**src/mon_pkg.sv**
```systemverilog
package mon_pkg;
   localparam logic [7:0] ADDR_CONFIG      = 8'h40;
   localparam logic [7:0] CONFIG_RESET     = 8'h08;
   localparam int         CFG_RUN_BIT      = 0;
   localparam int         CFG_INT_EN_BIT   = 1;
   localparam int         CFG_INT_CLR_BIT  = 3;
   localparam logic [7:0] ADDR_VALUE_BASE  = 8'h20;
   localparam logic [7:0] ADDR_VALUE_LAST  = 8'h3d;
   localparam logic [7:0] ADDR_TEMPERATURE = 8'h27;
   localparam logic [7:0] ADDR_TEMP_SLOT   = 8'h07;
   localparam logic [3:0] NUM_CHANNELS     = 4'h9;
   localparam logic [3:0] CH_TEMPERATURE   = 4'h0;
   localparam logic [3:0] CH_TACH_ONE      = 4'h7;
   localparam int         LOOP_MS          = 1000;
   localparam int         CLK_KHZ          = 40000;
   // one loop of nine slots per second: floor of period per slot
   localparam int         SLOT_CYCLES      = (LOOP_MS * CLK_KHZ) / 9;
   localparam logic [7:0] NOMINAL_CODE     = 8'hc0;
   localparam logic [7:0] CORE_FULL_CODE   = 8'hff;
   typedef enum logic [1:0]
   {
      ST_IDLE = 2'b00,
      ST_WAIT = 2'b01,
      ST_STORE = 2'b10
   } seq_state_t;
endpackage

```
**src/monitor_loop_sequencer.sv**
```systemverilog
`timescale 1ns/100ps
module monitor_loop_sequencer
#(
   parameter int SLOT_CYCLES = mon_pkg::SLOT_CYCLES
)
(
   input  wire logic       i_clk,
   input  wire logic       i_rst,
   // register port (from the 2-wire slave, same clock)
   input  wire logic       i_reg_wr,
   input  wire logic [7:0] i_reg_addr,
   input  wire logic [7:0] i_reg_wdata,
   output logic      [7:0] o_reg_rdata,
   // converter results; analog side is asynchronous, so codes are double-registered
   input  wire logic [7:0] i_temperature_code,
   input  wire logic [7:0] i_standby_or_secondary_core_input,
   input  wire logic [7:0] i_supply_12v_code,
   input  wire logic [7:0] i_supply_5v_code,
   input  wire logic [7:0] i_supply_3v3_code,
   input  wire logic [7:0] i_supply_2v5_code,
   input  wire logic [7:0] i_primary_core_voltage_input,
   input  wire logic [7:0] i_tachometer_one,
   input  wire logic [7:0] i_tachometer_two,
   output logic            o_running,
   output logic [3:0]      o_channel,
   output logic            o_int_output_cleared,
   output logic            o_int_output_enable
);
   typedef struct packed {
      mon_pkg::seq_state_t st;
      logic [7:0]          config_r;
      logic [3:0]          ch;
      logic [31:0]         cnt;
      logic                we;
      logic [4:0]          waddr;
      logic [7:0]          wdata;
      logic                rd_mem;
      logic [7:0]          rdata_reg;
      logic                running;
   } state_t;

   state_t     s_r;
   state_t     s_nxt;
   logic [71:0] sync1_r;
   logic [71:0] sync2_r;
   logic [7:0]  mem_rdata;
   logic [7:0]  sample;
   logic        go;

   function automatic logic in_value_ram(input logic [7:0] a);
      in_value_ram = (a >= mon_pkg::ADDR_VALUE_BASE) && (a <= mon_pkg::ADDR_VALUE_LAST);
   endfunction

   always_ff @(posedge i_clk)
   begin
      sync1_r <= {i_tachometer_two, i_tachometer_one, i_primary_core_voltage_input,
                  i_supply_2v5_code, i_supply_3v3_code, i_supply_5v_code,
                  i_supply_12v_code, i_standby_or_secondary_core_input,
                  i_temperature_code};
      sync2_r <= sync1_r;
   end

   // codes arrive already scaled by the converter: temperature two's complement,
   // supplies unsigned with nominal at 192, core inputs 0..ffh over 0..3.60 V
   always_comb
   begin
      sample = sync2_r[8*s_r.ch +: 8];
   end

   // run bit high with clear bit low keeps the loop going
   assign go = s_r.config_r[mon_pkg::CFG_RUN_BIT] &&
               !s_r.config_r[mon_pkg::CFG_INT_CLR_BIT];

   always_comb
   begin
      s_nxt = s_r;
      s_nxt.we = 1'b0;
      s_nxt.rd_mem = in_value_ram(i_reg_addr);
      if (i_reg_addr == mon_pkg::ADDR_CONFIG)
      begin
         s_nxt.rdata_reg = s_r.config_r;
      end
      else
      begin
         s_nxt.rdata_reg = 8'h00;
      end
      if (i_reg_wr)
      begin
         if (i_reg_addr == mon_pkg::ADDR_CONFIG)
         begin
            s_nxt.config_r = i_reg_wdata;
         end
         else if (in_value_ram(i_reg_addr))
         begin
            // host limit writes; a sequencer store below overrides them the same cycle
            s_nxt.we    = 1'b1;
            s_nxt.waddr = i_reg_addr[4:0];
            s_nxt.wdata = i_reg_wdata;
         end
      end
      case (s_r.st)
         mon_pkg::ST_IDLE:
         begin
            s_nxt.running = 1'b0;
            if (go)
            begin
               s_nxt.ch      = mon_pkg::CH_TEMPERATURE;
               s_nxt.cnt     = 32'h0;
               s_nxt.running = 1'b1;
               s_nxt.st      = mon_pkg::ST_WAIT;
            end
         end
         mon_pkg::ST_WAIT:
         begin
            if (s_r.cnt >= 32'(SLOT_CYCLES - 1))
            begin
               s_nxt.st = mon_pkg::ST_STORE;
            end
            else
            begin
               s_nxt.cnt = s_r.cnt + 32'h1;
            end
         end
         mon_pkg::ST_STORE:
         begin
            // one whole byte written in a single cycle
            s_nxt.we    = 1'b1;
            s_nxt.waddr = 5'(mon_pkg::ADDR_TEMP_SLOT + 8'(s_r.ch));
            s_nxt.wdata = sample;
            s_nxt.cnt   = 32'h0;
            if (s_r.ch == mon_pkg::NUM_CHANNELS - 4'h1)
            begin
               // stop only at loop end so a started loop always completes
               s_nxt.ch = mon_pkg::CH_TEMPERATURE;
               s_nxt.st = go ? mon_pkg::ST_WAIT : mon_pkg::ST_IDLE;
            end
            else
            begin
               s_nxt.ch = s_r.ch + 4'h1;
               s_nxt.st = mon_pkg::ST_WAIT;
            end
         end
         default:
         begin
            s_nxt.st = mon_pkg::ST_IDLE;
         end
      endcase
   end

   always_ff @(posedge i_clk)
   begin
      if (i_rst)
      begin
         s_r          <= '0;
         s_r.config_r <= mon_pkg::CONFIG_RESET;
         s_r.st       <= mon_pkg::ST_IDLE;
      end
      else
      begin
         s_r <= s_nxt;
      end
   end

   // temperature slot lands at 27h; fans follow at 2Eh and 2Fh
   value_mem #(.AW(5)) u_mem
   (
      .i_clk   (i_clk),
      .i_we    (s_r.we),
      .i_waddr (s_r.waddr),
      .i_wdata (s_r.wdata),
      .i_raddr (i_reg_addr[4:0]),
      .o_rdata (mem_rdata)
   );

   // read path is independent of the loop so host reads never stall it
   always_ff @(posedge i_clk)
   begin
      if (i_rst)
      begin
         o_reg_rdata          <= 8'h00;
         o_running            <= 1'b0;
         o_channel            <= 4'h0;
         o_int_output_cleared <= 1'b1;
         o_int_output_enable  <= 1'b0;
      end
      else
      begin
         o_reg_rdata          <= s_r.rd_mem ? mem_rdata : s_r.rdata_reg;
         o_running            <= s_r.running;
         o_channel            <= s_r.ch;
         o_int_output_cleared <= s_r.config_r[mon_pkg::CFG_INT_CLR_BIT];
         o_int_output_enable  <= s_r.config_r[mon_pkg::CFG_INT_EN_BIT];
      end
   end
endmodule

```
**src/value_mem.sv**
```systemverilog
`timescale 1ns/100ps
module value_mem
#(
   parameter int AW = 5
)
(
   input  wire logic          i_clk,
   input  wire logic          i_we,
   input  wire logic [AW-1:0] i_waddr,
   input  wire logic [7:0]    i_wdata,
   input  wire logic [AW-1:0] i_raddr,
   output logic      [7:0]    o_rdata
);
   logic [7:0] mem [0:(1<<AW)-1];
   always_ff @(posedge i_clk)
   begin
      if (i_we)
      begin
         mem[i_waddr] <= i_wdata;
      end
      o_rdata <= mem[i_raddr];
   end
endmodule

```
**config.mk**
```make
export PLATFORM = sky130hd
export DESIGN_NAME = monitor_loop_sequencer
export DESIGN_NICKNAME = d
export VERILOG_FILES = /design/src/mon_pkg.sv /design/src/monitor_loop_sequencer.sv /design/src/value_mem.sv
export SDC_FILE = /design/constraint.sdc
export NUM_CORES = 1
export LEC_CHECK = 0
export BUFFER_PORTS_ARGS = -buffer_cell sky130_fd_sc_hd__buf_2
export CORE_ASPECT_RATIO = 1.5
export CORE_MARGIN = 10
export CORE_UTILIZATION = 55
export CTS_BUF_LIST = sky130_fd_sc_hd__clkbuf_2 sky130_fd_sc_hd__clkbuf_4 sky130_fd_sc_hd__clkbuf_8
export CTS_CLUSTER_DIAMETER = 40
export CTS_CLUSTER_SIZE = 28
export DETAILED_ROUTE_END_ITERATION = 7
export PLACE_DENSITY = 0.73
export SYNTH_ARGS = -nofsm -noshare
export SYNTH_HDL_FRONTEND = slang
export SYNTH_SLANG_ARGS = --single-unit
```
**constraint.sdc**
```tcl
create_clock -name i_clk -period 2.38 [get_ports i_clk]
set_input_delay 0.238 -clock i_clk [delete_from_list [all_inputs] [get_ports i_clk]]
set_output_delay 0.238 -clock i_clk [all_outputs]
set_load 0.03 [all_outputs]
```
==> results.sh, run 1 <==
export IMPL_outcome="complete, no violations"
export IMPL_synth_area_leaders="edfxtp_1, dfxtp_1, mux4_2, mux2i_1, nor2_1"
export IMPL_die_h_um=235.2
export IMPL_critPathBufInv=0
export IMPL_place_port_buffers=105
export IMPL_worstPathArrival_ns=2.76
export IMPL_p_per_area_nw_per_um2=736.3
export IMPL_cts_sinks=493
export IMPL_yosysSeqAreaShare_pct=73.23
export IMPL_ys_ff_latch=493
export IMPL_dieArea_um2=38440
export IMPL_dp_hpwl_um=22960
export IMPL_grt_ovfl_total=0
export IMPL_grt_pass1_wl_um=55320
export IMPL_rsz0062_at_grt="no"
export IMPL_hold_viol=0
export IMPL_hold_class="in -> reg"
export IMPL_ys_types=55
export IMPL_use_met3_pct=4.214
export IMPL_synth_ff_type="edfxtp_1"
export IMPL_cts_max_path_buffers=3
export IMPL_nNetsFinal=1331
export IMPL_cp_common_cell="or3_1"
export IMPL_grt_pass1_vias=9624
export IMPL_p_clk_share_pct=34.5
export IMPL_synth_commonest_cells="edfxtp_1, dfxtp_1, mux4_2"
export IMPL_drtIter0Drc=606
export IMPL_seq_power_share_pct=61.2
export IMPL_grt_util_met2_pct=32.48
export IMPL_period_needed_ns=2.233
export IMPL_clk_latency_ns=0.60
export IMPL_syn_area_um2=16980
export IMPL_maxCapViolations=0
export IMPL_io_pins=106
export IMPL_start_util_pct=55.93
export IMPL_clk_pin_slew_ns=0.14
export IMPL_firstDrtPassIters=5
export IMPL_final_cells=1668
export IMPL_synth_most_common_cell="edfxtp_1"
export IMPL_vias=9052
export IMPL_p_switching_w=0.003460
export IMPL_antenna_found_initial=3
export IMPL_synth_top_area_share_pct=45.28
export IMPL_cp_max_fo=9
export IMPL_critical_path_class="reg -> reg"
export IMPL_synthesis_nets=1087
export IMPL_vdd_ir_drop_max_uv=719.0
export IMPL_finalMaxSlewViolations=0
export IMPL_chipWidth_um=163.4
export IMPL_htreeDepth=2
export IMPL_fillers=1978
export IMPL_p_comb_share_pct=4.3
export IMPL_fmax_mhz=447.9
export IMPL_track_usage_pct=18.47
export IMPL_yosysWarnings=0
export IMPL_p_leak_nw=7.367
export IMPL_grt_max_degree=43
export IMPL_coreArea_um2=30350
export IMPL_endpoint_kind="flip-flop"
export IMPL_numCtsBuffers=37
export IMPL_route_detailed_drc=0
export IMPL_synth_edff_count=256
export IMPL_wl_per_cell_um=21.02
export IMPL_avgSynthCellArea_um2=17.11
export IMPL_use_met1_pct=21.71
export IMPL_root_buffer="clkbuf_8"
export IMPL_gp_congestion=0.8062
export IMPL_setup_violations=0
export IMPL_critPathLaunchType="flip-flop"
export IMPL_busiest_layer="met2"
export IMPL_critical_path_top_delay_family="simple AND/OR/NAND/NOR gates"
export IMPL_slew_headroom_pct=59.43
export IMPL_fin_tns_setup_ns=0
export IMPL_cts_tree="yes"
export IMPL_placed_cells=1512
export IMPL_routed_wl_um=35060
export IMPL_cp_cell_sequence="ha_1 > o211ai_1 > a21oi_1 > o211a_1 > or3_1 > or3_1 > o21ai_1"
export IMPL_viasPerCell=5.427
export IMPL_max_stage_delay_ns=0.55
export IMPL_row_count=78
export IMPL_utilization_pct=66.38
export IMPL_p_sw_share_pct=23.32
export IMPL_synthCells=992
export IMPL_fin_crit_sh_pct=93.81
export IMPL_synth_async_reset_ratio_pct=0
export IMPL_tightestPinTransition_ns=0.6077
export IMPL_slowest_stage="or3_1"
export IMPL_syn2layout_area_growth_pct=18.68
export IMPL_finClkSkew_ns=0.02902
export IMPL_yosysTopAreaCell="edfxtp_1"
export IMPL_drtAntennaViolNets=0
export IMPL_p_int_w=0.01137
export IMPL_cp_required_ns=2.91
export IMPL_drive_gt1_share_pct=27.59
==> routing by layer <==
| metal | part of all wire (%) | vias to the layer above |
|---|---|---|
| met2 | 53 | 261 |
| met5 | 0 | - |
| met4 | 2.7 | 0 |
| li1 | - | 4266 |
| met1 | 38 | 4467 |
| met3 | 6.3 | 58 |
==> worst min-delay path, stage by stage <==
cell and delay (ns):
buf_2 0.10, nor4b_1 0.16, and3_1 0.16
==> placed cells by master (no fill, tap or decap), types with 4 or more instances in the layout <==
cell type and count:
mux2_2 9, ha_1 4, mux2i_1 32, and3_1 8, inv_12 5, dfxtp_1 237, clkinvlp_4 5, o21ai_1 13
and4_1 4, nor2b_1 5, mux4_2 96, clkinv_8 5, clkbuf_8 39, nand2b_1 4, a211oi_1 17, dlygate4sd3_1 85
buf_12 10, a21oi_1 24, and2_1 17, buf_2 104, inv_1 10, nor4_1 4, o21a_1 5, nand4_1 9
nor3_1 7, o21ai_0 4, buf_4 55, nand3_1 17, nand2_1 43, edfxtp_1 256, nand3b_1 6, nor2_1 71
==> cell type report <==
class | count | area (µm²) | area share [%]
Antenna cell | 3 | 7.507 | 0.03726
Timing Repair Buffer | 254 | 1984 | 9.849
Clock inverter | 27 | 375.4 | 1.863
Clock buffer | 41 | 551.8 | 2.739
Tap cell | 400 | 500.5 | 2.484
Multi-Input combinational cell | 439 | 4255 | 21.12
Inverter | 11 | 41.29 | 0.2049
Sequential cell | 493 | 12430 | 61.70
==> flip-flops by register name (all words and copies together) (netlist names) <==
name                  cells
o_int_output_cleared      1
o_running                 1
o_channel                 4
o_reg_rdata               8
sync1_r                  72
s_r                      70
o_int_output_enable       1
sync2_r                  72
u_mem.mem               256
u_mem.o_rdata             8
==> worst paths after layout <==
path	startpoint	endpoint	slack [ns]	cells after the start
setup / recovery	s_r[24]	s_r[41]	0.15	7
hold / removal	i_reg_addr[6]	s_r[2]	0.10	3
setup reg to reg	s_r[24]	s_r[41]	0.15	7
hold reg to reg	sync1_r[35]	sync2_r[35]	0.33	0
==> per-stage QoR <==
step	power (W)	area (µm²)	setup slack, ns	hold slack [ns]
finish	0.01484	20150	0.1472	0.1003
global route	0.01535	20150	0.01367	0.09693
CTS	0.01494	20140	0.1546	0.06366
detailed placement	0.009797	18360	0.08253	0.3121
global placement	0.009773	18360	0.1081	0.3112
floorplan	0.009568	16980	0.3704	0.2657
==> kinds of logic (layout without fill, tap and decap cells) <==
kind of cell | count (synthesis) | in the layout | synth area share (%)
AND/OR/NAND/NOR | 207 | 207 | 5.985
adder cells (fa/ha/maj) | 4 | 4 | 0.2948
XOR/XNOR | 4 | 4 | 0.2064
buffers and inverters | 60 | 333 | 1.732
flip-flops | 493 | 493 | 73.23
other | 0 | 3 | 0
multiplexers | 137 | 137 | 15.22
AO/OA/AOI/OAI | 87 | 87 | 3.331
==> power groups by stage <==
stage          Clock, W  Sequential (W)  Combinational [W]
3_3_place_gp          0         0.00926           0.000515
6_report        0.00511         0.00908           0.000644
5_1_grt         0.00556         0.00909           0.000689
3_5_place_dp          0         0.00927           0.000530
2_1_floorplan         0         0.00926           0.000307
4_1_cts         0.00522         0.00907           0.000639
==> repair_timing <==
| action | CTS | global route |
|---|---|---|
| gates resized for setup | 0 | 0 |
| hold buffers | 85 | 0 |
| endpoints found under the hold margin | 93 | 0 |
| setup buffers | 0 | 0 |
No activity file was read; power rests on OpenSTA's default activity.
==> run 2, diff against run 1 <==
==> constraint.sdc (replaced) <==
create_clock -name i_clk -period 2.38 [get_ports i_clk]
set_input_delay 0.476 -clock i_clk [delete_from_list [all_inputs] [get_ports i_clk]]
set_output_delay 0.476 -clock i_clk [all_outputs]
set_load 0.03 [all_outputs]
==> results.sh, run 2 (synthesis results as in run 1) <==
export IMPL_worstPathArrival_ns=2.70
export IMPL_gp_congestion=0.8233
export IMPL_hold_viol=0
export IMPL_setup_violations=0
export IMPL_routed_wl_um=36080
export IMPL_vdd_ir_drop_max_uv=641.2
export IMPL_cp_required_ns=2.91
export IMPL_htreeDepth=2
export IMPL_root_buffer="clkbuf_8"
export IMPL_viasPerCell=5.553
export IMPL_hold_class="in -> reg"
export IMPL_row_count=78
export IMPL_wl_per_cell_um=21.80
export IMPL_period_needed_ns=2.164
export IMPL_final_common_cell="edfxtp_1"
export IMPL_finClkSkew_ns=0.03888
export IMPL_syn2layout_area_growth_pct=17.87
export IMPL_route_detailed_drc=0
export IMPL_cts_setup_buffers=0
export IMPL_stdcell_area_um2=20010
export IMPL_cts_max_path_buffers=3
export IMPL_critPathLaunchType="flip-flop"
export IMPL_finalMaxSlewViolations=0
export IMPL_p_leak_nw=7.347
export IMPL_maxCapViolations=0
export IMPL_die_h_um=235.2
export IMPL_grt_max_degree=37
export IMPL_grt_ovfl_total=0
export IMPL_tightestPinTransition_ns=0.5363
export IMPL_nNetsFinal=1321
export IMPL_busiest_layer="met2"
export IMPL_fmax_mhz=462.2
export IMPL_grt_pass1_vias=9625
export IMPL_slew_headroom_pct=63.74
export IMPL_final_cells=1655
export IMPL_placed_cells=1514
export IMPL_endpoint_kind="flip-flop"
export IMPL_rsz0062_at_grt="no"
export IMPL_cts_tree="yes"
export IMPL_clk_latency_ns=0.62
export IMPL_placed_area_um2=18340
export IMPL_grt_util_met2_pct=32.86
export IMPL_dp_hpwl_um=23310
export IMPL_numCtsBuffers=38
export IMPL_chipWidth_um=163.4
export IMPL_grt_pass1_wl_um=56350
export IMPL_fin_total_pwr_w=0.01491
export IMPL_drive_gt1_share_pct=28.15
export IMPL_setup_ws_ns=0.2164
export IMPL_drtAntennaViolNets=0
export IMPL_outcome="complete, no violations"
export IMPL_drtIter0Drc=629
export IMPL_p_per_area_nw_per_um2=745.0
export IMPL_clk_pin_slew_ns=0.13
export IMPL_antenna_found_initial=3
export IMPL_vias=9190
export IMPL_cts_sinks=493
export IMPL_top_register="u_mem.mem"
export IMPL_critical_path_class="reg -> reg"
export IMPL_fin_crit_sh_pct=90.91
export IMPL_place_port_buffers=105
export IMPL_largest_register_ff_count=256
export IMPL_io_pins=106
export IMPL_fin_tns_setup_ns=0
export IMPL_use_met3_pct=4.214
export IMPL_cp_max_fo=9
export IMPL_firstDrtPassIters=5
export IMPL_start_util_pct=55.93
export IMPL_coreArea_um2=30350
export IMPL_final_cell_mix="edfxtp_1, dfxtp_1, buf_2, mux4_2, dlygate4sd3_1"
export IMPL_top_regs="u_mem.mem (256), sync1_r (72), sync2_r (72)"
export IMPL_dp_slack_ns=-0.06651
export IMPL_use_met1_pct=22.92
export IMPL_dieArea_um2=38440
export IMPL_track_usage_pct=18.94
-- run 2: cell types whose count changed in the layout (fill, tap and decap cells not counted), sizes merged --
| cell | change |
|---|---|
| inv | +1 |
| diode | -2 |
| dlygate4sd3 | -13 |
| clkinv | -2 |
| buf | +2 |
| clkinvlp | -4 |
| bufinv | +1 |
| clkbuf | +4 |
-- run 2: final timing paths --
kind,from,end,slack (ns),depth (start not counted)
min,i_reg_wdata[4],s_r[64],0.14,3
min reg2reg,sync1_r[49],sync2_r[49],0.31,0
max reg2reg,s_r[24],s_r[41],0.22,7
max,s_r[24],s_r[41],0.22,7
-- run 2: worst max-delay path, stage by stage, from the launching register on --
cell and delay, ns:
dfxtp_1 0.35, ha_1 0.26, o211ai_1 0.18, a21oi_1 0.09, o211a_1 0.29, or3_4 0.48
or3_1 0.36, o21ai_1 0.08
-- run 2: area by class of cell --
cell class                      instances  area, µm²
Sequential cell                       493      12430
Clock inverter                         23      339.1
Multi-Input combinational cell        439       4262
Tap cell                              400      500.5
Antenna cell                            1      2.502
Inverter                               11      41.29
Clock buffer                           45      600.6
Timing Repair Buffer                  243       1832
Fill cell                            2031      10340
-- run 2: report_power, final --
group	switching (W)	leakage, nW	internal [W]
clock	0.00306	0.474	0.00215
sequential	0.0000462	4.34	0.00903
combinational	0.000267	2.54	0.000356
-- run 2: through the flow --
| step | hold WS [ns] | util (%) |
|---|---|---|
| after floorplan | 0.3096 | - |
| after global placement | 0.3116 | 60.43 |
| after detailed placement | 0.3121 | 60.43 |
| after CTS | 0.08371 | 65.90 |
| after global routing | 0.09898 | 65.92 |
| final | 0.1352 | 65.92 |
-- run 2: timing repair --
item	4_1_cts	5_1_grt
hold buffers	72	0
endpoints found under the hold margin	72	0
gates resized for setup	0	2
setup endpoints to repair	0	5
-- run 2: routing by layer --
layer  vias to the layer above  routed length [µm]  share of wire [%]
met3                        53                2464                6.8
met1                      4571               13870                 38
met2                       319               18850                 52
met5                         -                  41               0.11
met4                         6                 846                2.3
li1                       4241                   -                  -
